File: config.mk
export PLATFORM = sky130hd
export DESIGN_NAME = ctm_mode_control
export DESIGN_NICKNAME = d
export VERILOG_FILES = /design/src/rtl/ctm_pkg.sv /design/src/rtl/ctm_event_filter.sv /design/src/rtl/ctm_output_track.sv /design/src/rtl/ctm_mode_control.sv
export SDC_FILE = /design/constraint.sdc
export NUM_CORES = 1
export LEC_CHECK = 0
export BUFFER_PORTS_ARGS = -buffer_cell sky130_fd_sc_hd__buf_4
export CAP_MARGIN = 25
export CORE_ASPECT_RATIO = 0.75
export CORE_UTILIZATION = 30
export CTS_CLUSTER_SIZE = 24
export DETAILED_ROUTE_END_ITERATION = 6
export GPL_ROUTABILITY_DRIVEN = 0
export HOLD_SLACK_MARGIN = 0.1
export PLACE_DENSITY_LB_ADDON = 0.2
export SKIP_LAST_GASP = 1
export SYNTH_ARGS = -nofsm -noshare
export SYNTH_HDL_FRONTEND = slang
export SYNTH_HIERARCHICAL = 1
export SYNTH_SLANG_ARGS = --single-unit
File: constraint.sdc
create_clock -name clk -period 5.2 [get_ports clk]
set_clock_uncertainty 0.2 [all_clocks]
set_input_delay 0.26 -clock clk [delete_from_list [all_inputs] [get_ports clk]]
set_output_delay 0.26 -clock clk [all_outputs]
set_load 0.005 [all_outputs]
File: src/rtl/ctm_pkg.sv
/*
  Shared constants and types for the timer-pair mode control block.
  Assumes a single clock domain and an AXI4-Lite master with 32-bit data.
*/
package ctm_pkg;

  // ----------------------------------------------------------------
  // bus layout
  // ----------------------------------------------------------------
  localparam int CTM_ADDR_W = 12;
  localparam logic [CTM_ADDR_W-1:0] CTM_MODE_CTRL_OFFSET = 12'h000;
  localparam logic [1:0] CTM_RESP_OKAY = 2'h0;
  localparam logic [1:0] CTM_RESP_SLVERR = 2'h2;

  // ----------------------------------------------------------------
  // mode control register fields
  // ----------------------------------------------------------------
  localparam int CTM_UPPER_STATUS_BIT = 7;
  localparam int CTM_LOWER_STATUS_BIT = 6;
  localparam int CTM_INPUT_SRC_BIT = 5;
  localparam int CTM_WIDTH_SEL_BIT = 4;
  localparam int CTM_UPPER_FILT_LSB = 2;
  localparam int CTM_LOWER_FILT_LSB = 0;
  localparam logic [7:0] CTM_MODE_CTRL_RESET = 8'h00;

  // filter field encoding
  localparam logic [1:0] CTM_FILT_NONE = 2'h0;
  localparam logic [1:0] CTM_FILT_HIGH = 2'h1;
  localparam logic [1:0] CTM_FILT_LOW = 2'h2;
  localparam logic [1:0] CTM_FILT_BOTH = 2'h3;

  // ----------------------------------------------------------------
  // timing
  // ----------------------------------------------------------------
  localparam int CTM_FILTER_CYCLES = 4;
  localparam int CTM_NUM_FUNCS = 5;

  // ----------------------------------------------------------------
  // types
  // ----------------------------------------------------------------
  typedef enum logic [2:0] {
    CTM_FN_INTERVAL,
    CTM_FN_PWM_FIXED,
    CTM_FN_PWM_VAR,
    CTM_FN_PULSE_WIDTH_COUNT,
    CTM_FN_CAPTURE
  } ctm_func_t;

  typedef struct packed {
    logic awvalid;
    logic [CTM_ADDR_W-1:0] awaddr;
    logic wvalid;
    logic [31:0] wdata;
    logic [3:0] wstrb;
    logic bready;
    logic arvalid;
    logic [CTM_ADDR_W-1:0] araddr;
    logic rready;
  } ctm_axil_req_t;

  typedef struct packed {
    logic awready;
    logic wready;
    logic bvalid;
    logic [1:0] bresp;
    logic arready;
    logic rvalid;
    logic [31:0] rdata;
    logic [1:0] rresp;
  } ctm_axil_resp_t;

  // measuring functions are the only ones that look at the event input
  function automatic logic ctm_is_measure(ctm_func_t fn);
    return (fn == CTM_FN_PULSE_WIDTH_COUNT) || (fn == CTM_FN_CAPTURE);
  endfunction

endpackage

File: src/rtl/ctm_event_filter.sv
/*
  Noise filter for one timer event input.
  Assumes the input is already in the clk domain (synchronised upstream).
*/
module ctm_event_filter
  import ctm_pkg::*;
#(
  parameter int FILTER_CYCLES = CTM_FILTER_CYCLES
)
(
  input wire logic clk,
  input wire logic rst,
  input wire logic level_in,
  input wire logic active,
  input wire logic [1:0] filt_sel,
  output logic level_out
);

  localparam int CW = $clog2(FILTER_CYCLES + 1);
  localparam logic [CW-1:0] LAST = CW'(FILTER_CYCLES - 1);

  logic [CW-1:0] stable_cnt;
  logic need_confirm;

  // a rising level is confirmed when high pulses are filtered, falling likewise
  always_comb
  begin
    need_confirm = 1'b0;
    if (active)
    begin
      need_confirm = level_in ? filt_sel[0] : filt_sel[1];
    end
  end

  always_ff @(posedge clk or posedge rst)
  begin
    if (rst)
    begin
      level_out <= 1'b0;
      stable_cnt <= '0;
    end
    else if (level_in == level_out)
    begin
      stable_cnt <= '0;
    end
    else if (!need_confirm || stable_cnt == LAST)
    begin
      level_out <= level_in;
      stable_cnt <= '0;
    end
    else
    begin
      stable_cnt <= stable_cnt + CW'(1);
    end
  end

endmodule // ctm_event_filter

File: src/rtl/ctm_output_track.sv
/*
  Output status holder for one timer of the pair.
  Assumes the timer output level and run bit come from the same clock.
*/
module ctm_output_track
  import ctm_pkg::*;
(
  input wire logic clk,
  input wire logic rst,
  input wire logic run,
  input wire ctm_func_t func,
  input wire logic timer_out,
  output logic status
);

  // last level seen under each function, so a return to it restores it
  logic [CTM_NUM_FUNCS-1:0] last_level;
  logic [2:0] idx;

  assign idx = 3'(func);

  always_ff @(posedge clk or posedge rst)
  begin
    if (rst)
    begin
      last_level <= '0;
    end
    else if (run)
    begin
      last_level[idx] <= timer_out;
    end
  end

  always_ff @(posedge clk or posedge rst)
  begin
    if (rst)
    begin
      status <= 1'b0;
    end
    else if (run)
    begin
      status <= timer_out;
    end
    else
    begin
      status <= last_level[idx];
    end
  end

endmodule // ctm_output_track

File: src/rtl/ctm_mode_control.sv
/*
  Mode control register for a pair of 8-bit timers, with AXI4-Lite slave,
  event input selection and noise filtering.
  Assumes run bits, function codes and timer output levels come from the
  timer logic on clk; the external event pin is asynchronous.
*/
// Design decisions made here: the register addresses and the AXI4-Lite slave port.
// Summary of operation
// bits 7 and 6 read the upper and lower timer outputs; writes ignored
// upper status may be meaningless in 16-bit with variable PWM or capture
// lower status is meaningless while capture is selected
// stopping a timer keeps its last output level in the status bit
// after a function change while stopped, show that function's last level or 0
// input source choice applies only under pulse-width count or capture
// channel 0: source bit 0 takes the event pin, 1 the internal trigger
// channel 0: source bit writes are dropped while the lower timer runs
// other channels: software writes only 0 to the source bit
// width select 0 gives two 8-bit timers, 1 one 16-bit timer
// starting variable-cycle PWM with width select 1 clears width select
// width select writes are dropped while either timer runs
// upper filter field: 00 none, 01 high, 10 low, 11 both pulses
// lower filter field uses the same encoding as the upper one
// filters work only under pulse-width count or capture
// each filter field write is dropped while its own timer runs
// unlocked fields still update in a write that hits locked ones
module ctm_mode_control
  import ctm_pkg::*;
#(
  parameter bit CHANNEL_ZERO = 1'b1,
  parameter int FILTER_CYCLES = CTM_FILTER_CYCLES
)
(
  input wire logic clk,
  input wire logic rst,
  input wire ctm_axil_req_t axil_req,
  output ctm_axil_resp_t axil_resp,
  input wire logic lower_run_bit,
  input wire logic upper_run_bit,
  input wire ctm_func_t lower_func,
  input wire ctm_func_t upper_func,
  input wire logic lower_timer_out,
  input wire logic upper_timer_out,
  input wire logic channel_event_pin,
  input wire logic internal_trigger_signal,
  output logic width_select,
  output logic lower_event_in,
  output logic upper_event_in
);

  // ----------------------------------------------------------------
  // register state
  // ----------------------------------------------------------------
  logic lower_input_source_select;
  logic [1:0] upper_filter_select;
  logic [1:0] lower_filter_select;
  logic upper_timer_output_status;
  logic lower_timer_output_status;
  logic lower_run_q;
  logic upper_run_q;
  logic start_event;

  // ----------------------------------------------------------------
  // AXI4-Lite write path
  // ----------------------------------------------------------------
  logic aw_held;
  logic w_held;
  logic [CTM_ADDR_W-1:0] aw_addr_q;
  logic [31:0] w_data_q;
  logic [3:0] w_strb_q;
  logic do_write;
  logic write_hit;

  assign do_write = aw_held && w_held && !axil_resp.bvalid;
  assign write_hit = do_write && (aw_addr_q == CTM_MODE_CTRL_OFFSET) && w_strb_q[0];

  always_ff @(posedge clk or posedge rst)
  begin
    if (rst)
    begin
      aw_held <= 1'b0;
      aw_addr_q <= '0;
      axil_resp.awready <= 1'b1;
    end
    else if (axil_req.awvalid && axil_resp.awready)
    begin
      aw_held <= 1'b1;
      aw_addr_q <= axil_req.awaddr;
      axil_resp.awready <= 1'b0;
    end
    else if (do_write)
    begin
      aw_held <= 1'b0;
    end
    else if (axil_resp.bvalid && axil_req.bready)
    begin
      axil_resp.awready <= 1'b1;
    end
  end

  always_ff @(posedge clk or posedge rst)
  begin
    if (rst)
    begin
      w_held <= 1'b0;
      w_data_q <= '0;
      w_strb_q <= '0;
      axil_resp.wready <= 1'b1;
    end
    else if (axil_req.wvalid && axil_resp.wready)
    begin
      w_held <= 1'b1;
      w_data_q <= axil_req.wdata;
      w_strb_q <= axil_req.wstrb;
      axil_resp.wready <= 1'b0;
    end
    else if (do_write)
    begin
      w_held <= 1'b0;
    end
    else if (axil_resp.bvalid && axil_req.bready)
    begin
      axil_resp.wready <= 1'b1;
    end
  end

  always_ff @(posedge clk or posedge rst)
  begin
    if (rst)
    begin
      axil_resp.bvalid <= 1'b0;
      axil_resp.bresp <= CTM_RESP_OKAY;
    end
    else if (do_write)
    begin
      axil_resp.bvalid <= 1'b1;
      axil_resp.bresp <= (aw_addr_q == CTM_MODE_CTRL_OFFSET) ? CTM_RESP_OKAY : CTM_RESP_SLVERR;
    end
    else if (axil_resp.bvalid && axil_req.bready)
    begin
      axil_resp.bvalid <= 1'b0;
    end
  end

  // ----------------------------------------------------------------
  // AXI4-Lite read path
  // ----------------------------------------------------------------
  logic [7:0] mode_readback;

  // status bits come from the trackers; writes never reach them
  assign mode_readback = {upper_timer_output_status, lower_timer_output_status,
                          lower_input_source_select, width_select,
                          upper_filter_select, lower_filter_select};

  always_ff @(posedge clk or posedge rst)
  begin
    if (rst)
    begin
      axil_resp.arready <= 1'b1;
      axil_resp.rvalid <= 1'b0;
      axil_resp.rdata <= '0;
      axil_resp.rresp <= CTM_RESP_OKAY;
    end
    else if (axil_req.arvalid && axil_resp.arready)
    begin
      axil_resp.arready <= 1'b0;
      axil_resp.rvalid <= 1'b1;
      if (axil_req.araddr == CTM_MODE_CTRL_OFFSET)
      begin
        axil_resp.rdata <= {24'h000000, mode_readback};
        axil_resp.rresp <= CTM_RESP_OKAY;
      end
      else
      begin
        axil_resp.rdata <= '0;
        axil_resp.rresp <= CTM_RESP_SLVERR;
      end
    end
    else if (axil_resp.rvalid && axil_req.rready)
    begin
      axil_resp.rvalid <= 1'b0;
      axil_resp.arready <= 1'b1;
    end
  end

  // ----------------------------------------------------------------
  // writable fields
  // ----------------------------------------------------------------
  always_ff @(posedge clk or posedge rst)
  begin
    if (rst)
    begin
      lower_run_q <= 1'b0;
      upper_run_q <= 1'b0;
    end
    else
    begin
      lower_run_q <= lower_run_bit;
      upper_run_q <= upper_run_bit;
    end
  end

  // variable PWM is started through either timer's run bit
  assign start_event = (lower_run_bit && !lower_run_q && lower_func == CTM_FN_PWM_VAR)
                    || (upper_run_bit && !upper_run_q && upper_func == CTM_FN_PWM_VAR);

  // each field has its own lock, so one write may update some and not others
  always_ff @(posedge clk or posedge rst)
  begin
    if (rst)
    begin
      lower_input_source_select <= CTM_MODE_CTRL_RESET[CTM_INPUT_SRC_BIT];
    end
    else if (write_hit && !lower_run_bit)
    begin
      lower_input_source_select <= w_data_q[CTM_INPUT_SRC_BIT];
    end
  end

  always_ff @(posedge clk or posedge rst)
  begin
    if (rst)
    begin
      width_select <= CTM_MODE_CTRL_RESET[CTM_WIDTH_SEL_BIT];
    end
    else if (start_event)
    begin
      width_select <= 1'b0;
    end
    else if (write_hit && !lower_run_bit && !upper_run_bit)
    begin
      width_select <= w_data_q[CTM_WIDTH_SEL_BIT];
    end
  end

  always_ff @(posedge clk or posedge rst)
  begin
    if (rst)
    begin
      upper_filter_select <= CTM_MODE_CTRL_RESET[CTM_UPPER_FILT_LSB +: 2];
    end
    else if (write_hit && !upper_run_bit)
    begin
      upper_filter_select <= w_data_q[CTM_UPPER_FILT_LSB +: 2];
    end
  end

  always_ff @(posedge clk or posedge rst)
  begin
    if (rst)
    begin
      lower_filter_select <= CTM_MODE_CTRL_RESET[CTM_LOWER_FILT_LSB +: 2];
    end
    else if (write_hit && !lower_run_bit)
    begin
      lower_filter_select <= w_data_q[CTM_LOWER_FILT_LSB +: 2];
    end
  end

  // ----------------------------------------------------------------
  // output status tracking
  // ----------------------------------------------------------------
  // capture and 16-bit variable PWM levels pass through raw; their value
  // is not meaningful there and software should not rely on it
  ctm_output_track u_upper_track (
    .clk(clk),
    .rst(rst),
    .run(upper_run_bit),
    .func(upper_func),
    .timer_out(upper_timer_out),
    .status(upper_timer_output_status)
  );

  ctm_output_track u_lower_track (
    .clk(clk),
    .rst(rst),
    .run(lower_run_bit),
    .func(lower_func),
    .timer_out(lower_timer_out),
    .status(lower_timer_output_status)
  );

  // ----------------------------------------------------------------
  // event input selection and filtering
  // ----------------------------------------------------------------
  logic [2:0] pin_sync;
  logic pin_level;
  logic lower_src;
  logic [1:0] filt_in;
  logic [1:0] filt_active;
  logic [1:0] filt_out;
  logic [1:0] filt_sel [2];

  always_ff @(posedge clk or posedge rst)
  begin
    if (rst)
    begin
      pin_sync <= '0;
      pin_level <= 1'b0;
    end
    else
    begin
      pin_sync <= {pin_sync[1:0], channel_event_pin};
      if (pin_sync[1] == pin_sync[2])
      begin
        pin_level <= pin_sync[2];
      end
    end
  end

  // non-zero channels never look at the source bit, so a stray 1 is harmless
  always_comb
  begin
    lower_src = pin_level;
    if (CHANNEL_ZERO && ctm_is_measure(lower_func) && lower_input_source_select)
    begin
      lower_src = internal_trigger_signal;
    end
  end

  assign filt_in = {pin_level, lower_src};
  assign filt_active = {ctm_is_measure(upper_func), ctm_is_measure(lower_func)};
  assign filt_sel[0] = lower_filter_select;
  assign filt_sel[1] = upper_filter_select;

  for (genvar i = 0; i < 2; i++)
  begin : g_filter
    ctm_event_filter #(
      .FILTER_CYCLES(FILTER_CYCLES)
    ) u_filter (
      .clk(clk),
      .rst(rst),
      .level_in(filt_in[i]),
      .active(filt_active[i]),
      .filt_sel(filt_sel[i]),
      .level_out(filt_out[i])
    );
  end

  assign lower_event_in = filt_out[0];
  assign upper_event_in = filt_out[1];

endmodule // ctm_mode_control

# After elaboration in Yosys (flattened, before gate mapping)
# Index checks and enable logic that the tools add are counted.
op_classes:
  n_eq_ne: 13
  bitwise_logic: 2
  reduce_logical: 44
  muxes: 36
  add_sub_neg: 2
  magnitude_cmp: 4
ops:
  columns: ["cell", "count"]
  rows:
  - ["$logic_not A12 Y1", 2]
  - ["$mux W1", 22]
  - ["$logic_and A1 B1 Y1", 19]
  - ["$eq A3 B2 Y1 const B", 6]
  - ["$reduce_bool A2 Y1", 7]
  - ["$mux W3", 4]
  - ["$bwmux W5", 2]
  - ["$mux W10", 1]
  - ["$lt A3 B4 Y1 const B", 2]
  - ["$reduce_and A2 Y1", 4]
  - ["$logic_not A1 Y1", 7]
  - ["$add A3 B1 Y3 const B", 2]
  - ["$bmux W1 S3", 2]
  - ["$demux W1 S3", 2]
  - ["$eq A3 B3 Y1 const B", 2]
  - ["$ge A3 B1 Y1 const B", 2]
  - ["$mux W2", 3]
  - ["$logic_or A1 B1 Y1", 5]
  - ["$ne A2 B1 Y1 const B", 2]
  - ["$eq A1 B1 Y1", 3]
  - ["$not A1 Y1", 2]
totals:
  reg_bits: 94
  input_bits: 79
  out_inout_bits: 44
  wordCells: 130

# Longest topological paths before layout
logic_depth:
  ltp_word: 10
  mapped_depth: 6
  ltp_nobuf: 6

# By module
# Netlist, hierarchy kept.
modules_own_cells:
  columns: ["module", "n_inst", "cells_per_inst", "seq_area_each_um2", "area_each_um2"]
  rows:
  - ["ctm_mode_control", 1, 159, 1204.9, 2110.8]
  - ["ctm_output_track", 2, 28, 150.1, 319.1]
  - ["ctm_event_filter", 2, 20, 100.1, 216.5]

# Least setup slack after synthesis
# OpenSTA, ideal clock, no wires.
synth_timing:
  path_type: "input-to-reg"
  startpoint: "input lower_func[0]"
  endpoint: "register g_filter[0].u_filter.stable_cnt[0]"
  required_ns: 4.906
  slack_ns: 3.490
  n_path_buf: 0
  setup_ns: 0.094
  path_stages: 6
  t_arrival_ns: 1.416
  cell_sequence: "nand2b_1 > o22ai_1 > nand2_1 > mux2_1 > nand3b_1 > a211oi_1"
synth_via:
  elab_chain_len: 10
  word_cells_on_any_way: 12
  cone_classes: "eq/ne (3); mux (5); reduce/logical (4)"
synth_lines:
  columns: ["element", "line_no", "rtl"]
  rows:
  - ["from (decl)", "ctm_mode_control.sv:39", "input wire ctm_func_t lower_func,"]
  - ["$eq A3 B2 Y1 or $eq A3 B3 Y1 (tied branches)", "ctm_pkg.sv:74", "return (fn == CTM_FN_PULSE_WIDTH_COUNT) || (fn == CTM_FN_CAPTURE);"]
  - ["$logic_or A1 B1 Y1 (*)", "ctm_pkg.sv:74", null]
  - ["via filt_active[0]", "ctm_mode_control.sv:289", "logic [1:0] filt_active;"]
  - ["$logic_and A1 B1 Y1 (*)", "ctm_mode_control.sv:314", "if (CHANNEL_ZERO && ctm_is_measure(lower_func) && lower_input_source_select)"]
  - ["$mux W1 (*)", "ctm_mode_control.sv:314", null]
  - ["via lower_src", "ctm_mode_control.sv:287", "logic lower_src;"]
  - ["$mux W1", "ctm_event_filter.sv:31", "need_confirm = level_in ? filt_sel[0] : filt_sel[1];"]
  - ["$mux W1", "ctm_event_filter.sv:29", "if (active)"]
  - ["$logic_not A1 Y1", "ctm_event_filter.sv:46", "else if (!need_confirm || stable_cnt == LAST)"]
  - ["$logic_or A1 B1 Y1", "ctm_event_filter.sv:46", null]
  - ["$mux W3", "ctm_event_filter.sv:46", null]
  - ["$mux W3 (*)", "ctm_event_filter.sv:42", "else if (level_in == level_out)"]
  - ["to (signal assigned)", "ctm_event_filter.sv:53", "stable_cnt <= stable_cnt + CW'(1);"]
  - ["to (decl)", "ctm_event_filter.sv:22", "logic [CW-1:0] stable_cnt;"]
# The timed path passes the listed nets; every way through them passes the cells marked *.
# A chain may end at the register's enable or synchronous reset.

# Worst setup path in the final report
# Ends and elaborated chain as after synthesis.

==> out/results.ini <==
[logic_synthesis]
synthesis.instances=255
ys_seq_area_share_pct=53.6
syn-cell-area_um2=3180
synthArstFlopShare_pct=100
ys_ff_latch=68
synth_edf_count=0
ys_types=41
yosys_most_used_dff=dfrtp_1
syn_avg_cell_area_um2=12.5
yosys_warnings=6

[clock_tree]
cts.sinks=68
hold_buffers=37
htree_levels=3
postCtsSetupRepairBufs=0
cts_tree=done
root_buffer=clkbuf_16
cts_resized=0
cts.clk_slew.worst_paths_ns=0.05
cts_buffer_depth=2
clk-insertion-delay-late_ns=0.33
cts_buffers=9

[placed_design]
dp_cells=457
place_hpwl_um=4820
io_buffers=67
placed_cell_area_um2=3770
post-place-ws_ns=3.13

[cells_and_area]
drive_above_1_share_pct=31.6
final_cell_area_um2=4480
ff_latch_area_um2=1710
fill_cells=954
fin_nets=452
multi_input_area_um2=1310
utilization_pct=43.5
syn_to_final_growth_pct=40.7
diodes=0
final_common_cell=buf_4
stdcell_count=510
mostFrequentLayoutCells=buf_4 (67), dfrtp_1 (65), dlygate4sd3_1 (37), conb_1 (26), mux2_1 (18)

[floorplanning]
start_util_pct=30.9
dieArea_um2=11000
core_um2=10300
num_io_pins=123
num_rows=32
die_h_um=91.2
dieWidth_um=121

[sta]
finalCritPeriodShare_pct=43.8
timing.slew.headroom_pct=62.4
tns_ns=0
min_period_ns=2.28
fmax_mhz=439
finalHoldViolCount=0
setup_slack_ns=2.92
rsz0062_at_grt=false
setup_viol=0
finalMaxSlewViolations=0
worstMarginPinSlew_ns=0.563

[grt]
antenna_found_initial=0
overflow=0
grt_usage_pct=13.6
grt_pass1_wl_um=11400
grt_pass1_vias=2304
grt_max_degree=42

[critical_path]
critPathLaunchType=primary input
critPathBufInv=2
crit_path_max_fanout=8
critical_path_class=primary input to register
crit_path_top_delay_cell=dlygate4sd3_1
critPathTopFamily=buffers and inverters
reg2reg_depth=4
cp_cell_sequence=dlygate4sd3_1 -> buf_4 -> nand2b_1 -> o22ai_1 -> nand2_1 -> mux2_1 -> nand3b_1 -> a211oi_1
ff2ff_setup_slack_ns=3.29
slowest_delay_ns=0.53
r2r_start=aw_addr_q[10]
required_ns=5.23
worst_setup_path_end_kind=register
r2r_end=lower_input_source_select
arrival_ns=2.31

[pwr]
p_leak_uw=0.00207
power-per-cell-area_nw_per_um2=389
peakVddDrop_v=0.000233

[route]
routed-via-count=2298
drt-met1-wl_um=3300
drc_errors=0
wire_per_inst_um=13.3
drt_first_pass_iters=4
top_layer=met4
drt-total-wl_um=6800
met3_length_um=315
wl_met2_um=3090
drtIter0Drc=64
viasPerCell=4.51
ant_nets=0

[worst_hold_path]
hold_path_depth=4
hold_end=axil_resp[1]
hold_class=primary input to register
min-delay-start=axil_req[5]

[status]
status=complete, no violations

[job]
maxCapViolations=0

-- final cells by class --
class | instances | share of cell area, %
inverters | 17 | 1.43
flip-flops and latches | 68 | 38.1
repair buffers | 105 | 20.0
clock inverters | 4 | 1.57
well taps | 136 | 3.80
clock buffers | 12 | 5.95
multi-input cells | 168 | 29.2
-- power breakdown --
part | leakage [uW] | internal (uW) | switching (uW) | total [uW]
Sequential | 0.000851 | 663 | 83.0 | 746
Clock | 0.000169 | 457 | 217 | 673
Combinational | 0.00105 | 196 | 125 | 321
Total | 0.00207 | 1320 | 425 | 1740
-- layer usage --
layer | GRT usage [%] | vias up
li1 | - | 1101
met1 | 18.2 | 1130
met2 | 20.0 | 57
met3 | 4.65 | 10
met4 | 5.56 | 0
met5 | 0 | -
-- through the flow --
step,hold WS [ns],total power [uW]
floorplan,-0.174,935
global placement,0.00448,1030
detailed placement,0.00524,1050
CTS,0.124,1760
global route,0.138,1840
finish,0.132,1740
-- synthesized netlist by cell type (3+ instances only) --
| cell | n | share of area [%] |
|---|---|---|
| nor4_1 | 4 | 0.79 |
| inv_1 | 17 | 2.0 |
| o21ai_0 | 5 | 0.79 |
| a22o_1 | 8 | 2.2 |
| nor3_1 | 4 | 0.63 |
| mux2i_1 | 7 | 2.2 |
| nor2_1 | 4 | 0.47 |
| dfrtp_1 | 65 | 51 |
| nor2b_1 | 3 | 0.59 |
| nor4_2 | 3 | 1.2 |
| nand2b_1 | 4 | 0.79 |
| o21ai_1 | 3 | 0.47 |
| nor4b_1 | 6 | 1.7 |
| mux2_1 | 18 | 6.4 |
| mux2_2 | 15 | 5.3 |
| nand2_1 | 12 | 1.4 |
| o31ai_1 | 4 | 0.94 |
| dfstp_2 | 3 | 2.5 |
| buf_4 | 26 | 6.1 |
| nand3b_1 | 7 | 1.7 |
| ha_1 | 4 | 1.6 |
| a211oi_1 | 8 | 1.9 |
-- flip-flops by register name, indices dropped and copies added (netlist names), 2 cells and up --
name,count
g_filter.u_filter/stable_cnt,6
axil_resp,15
u_upper_track/last_level,5
u_lower_track/last_level,5
g_filter.u_filter/level_out,2
aw_addr_q,12
lower_filter_select,2
pin_sync,3
upper_filter_select,2
w_data_q,6
-- kinds of logic (layout without fill, tap and decap cells) --
group | Yosys count | in the layout | share of synthesized area (%)
mux | 40 | 40 | 13.9
compound gates | 33 | 33 | 7.63
flops | 68 | 68 | 53.6
other cells | 1 | 26 | 0.118
fa+ha+maj | 5 | 5 | 1.89
simple gates | 64 | 64 | 14.6
buf+inv | 44 | 138 | 8.30
-- worst max path at each step --
stage	end	slack [ns]	start	cells past startpoint
floorplan	g_filter[0].u_filter/stable_cnt[0]	3.49	lower_func[0]	6
global placement	g_filter[0].u_filter/stable_cnt[0]	3.12	lower_func[0]	7
detailed placement	g_filter[0].u_filter/stable_cnt[2]	3.13	lower_func[0]	7
CTS	g_filter[0].u_filter/stable_cnt[0]	2.92	lower_func[0]	8
global route	g_filter[0].u_filter/stable_cnt[0]	2.79	lower_func[0]	8
finish	g_filter[0].u_filter/stable_cnt[0]	2.92	lower_func[0]	8
-- worst register-to-register path: stages (launching register included) --
cell	delay [ns]
dfrtp_1	0.38
nor4_2	0.41
nand3_2	0.20
nor3_4	0.24
mux2_1	0.35
Power figures use the tool's default switching activity.
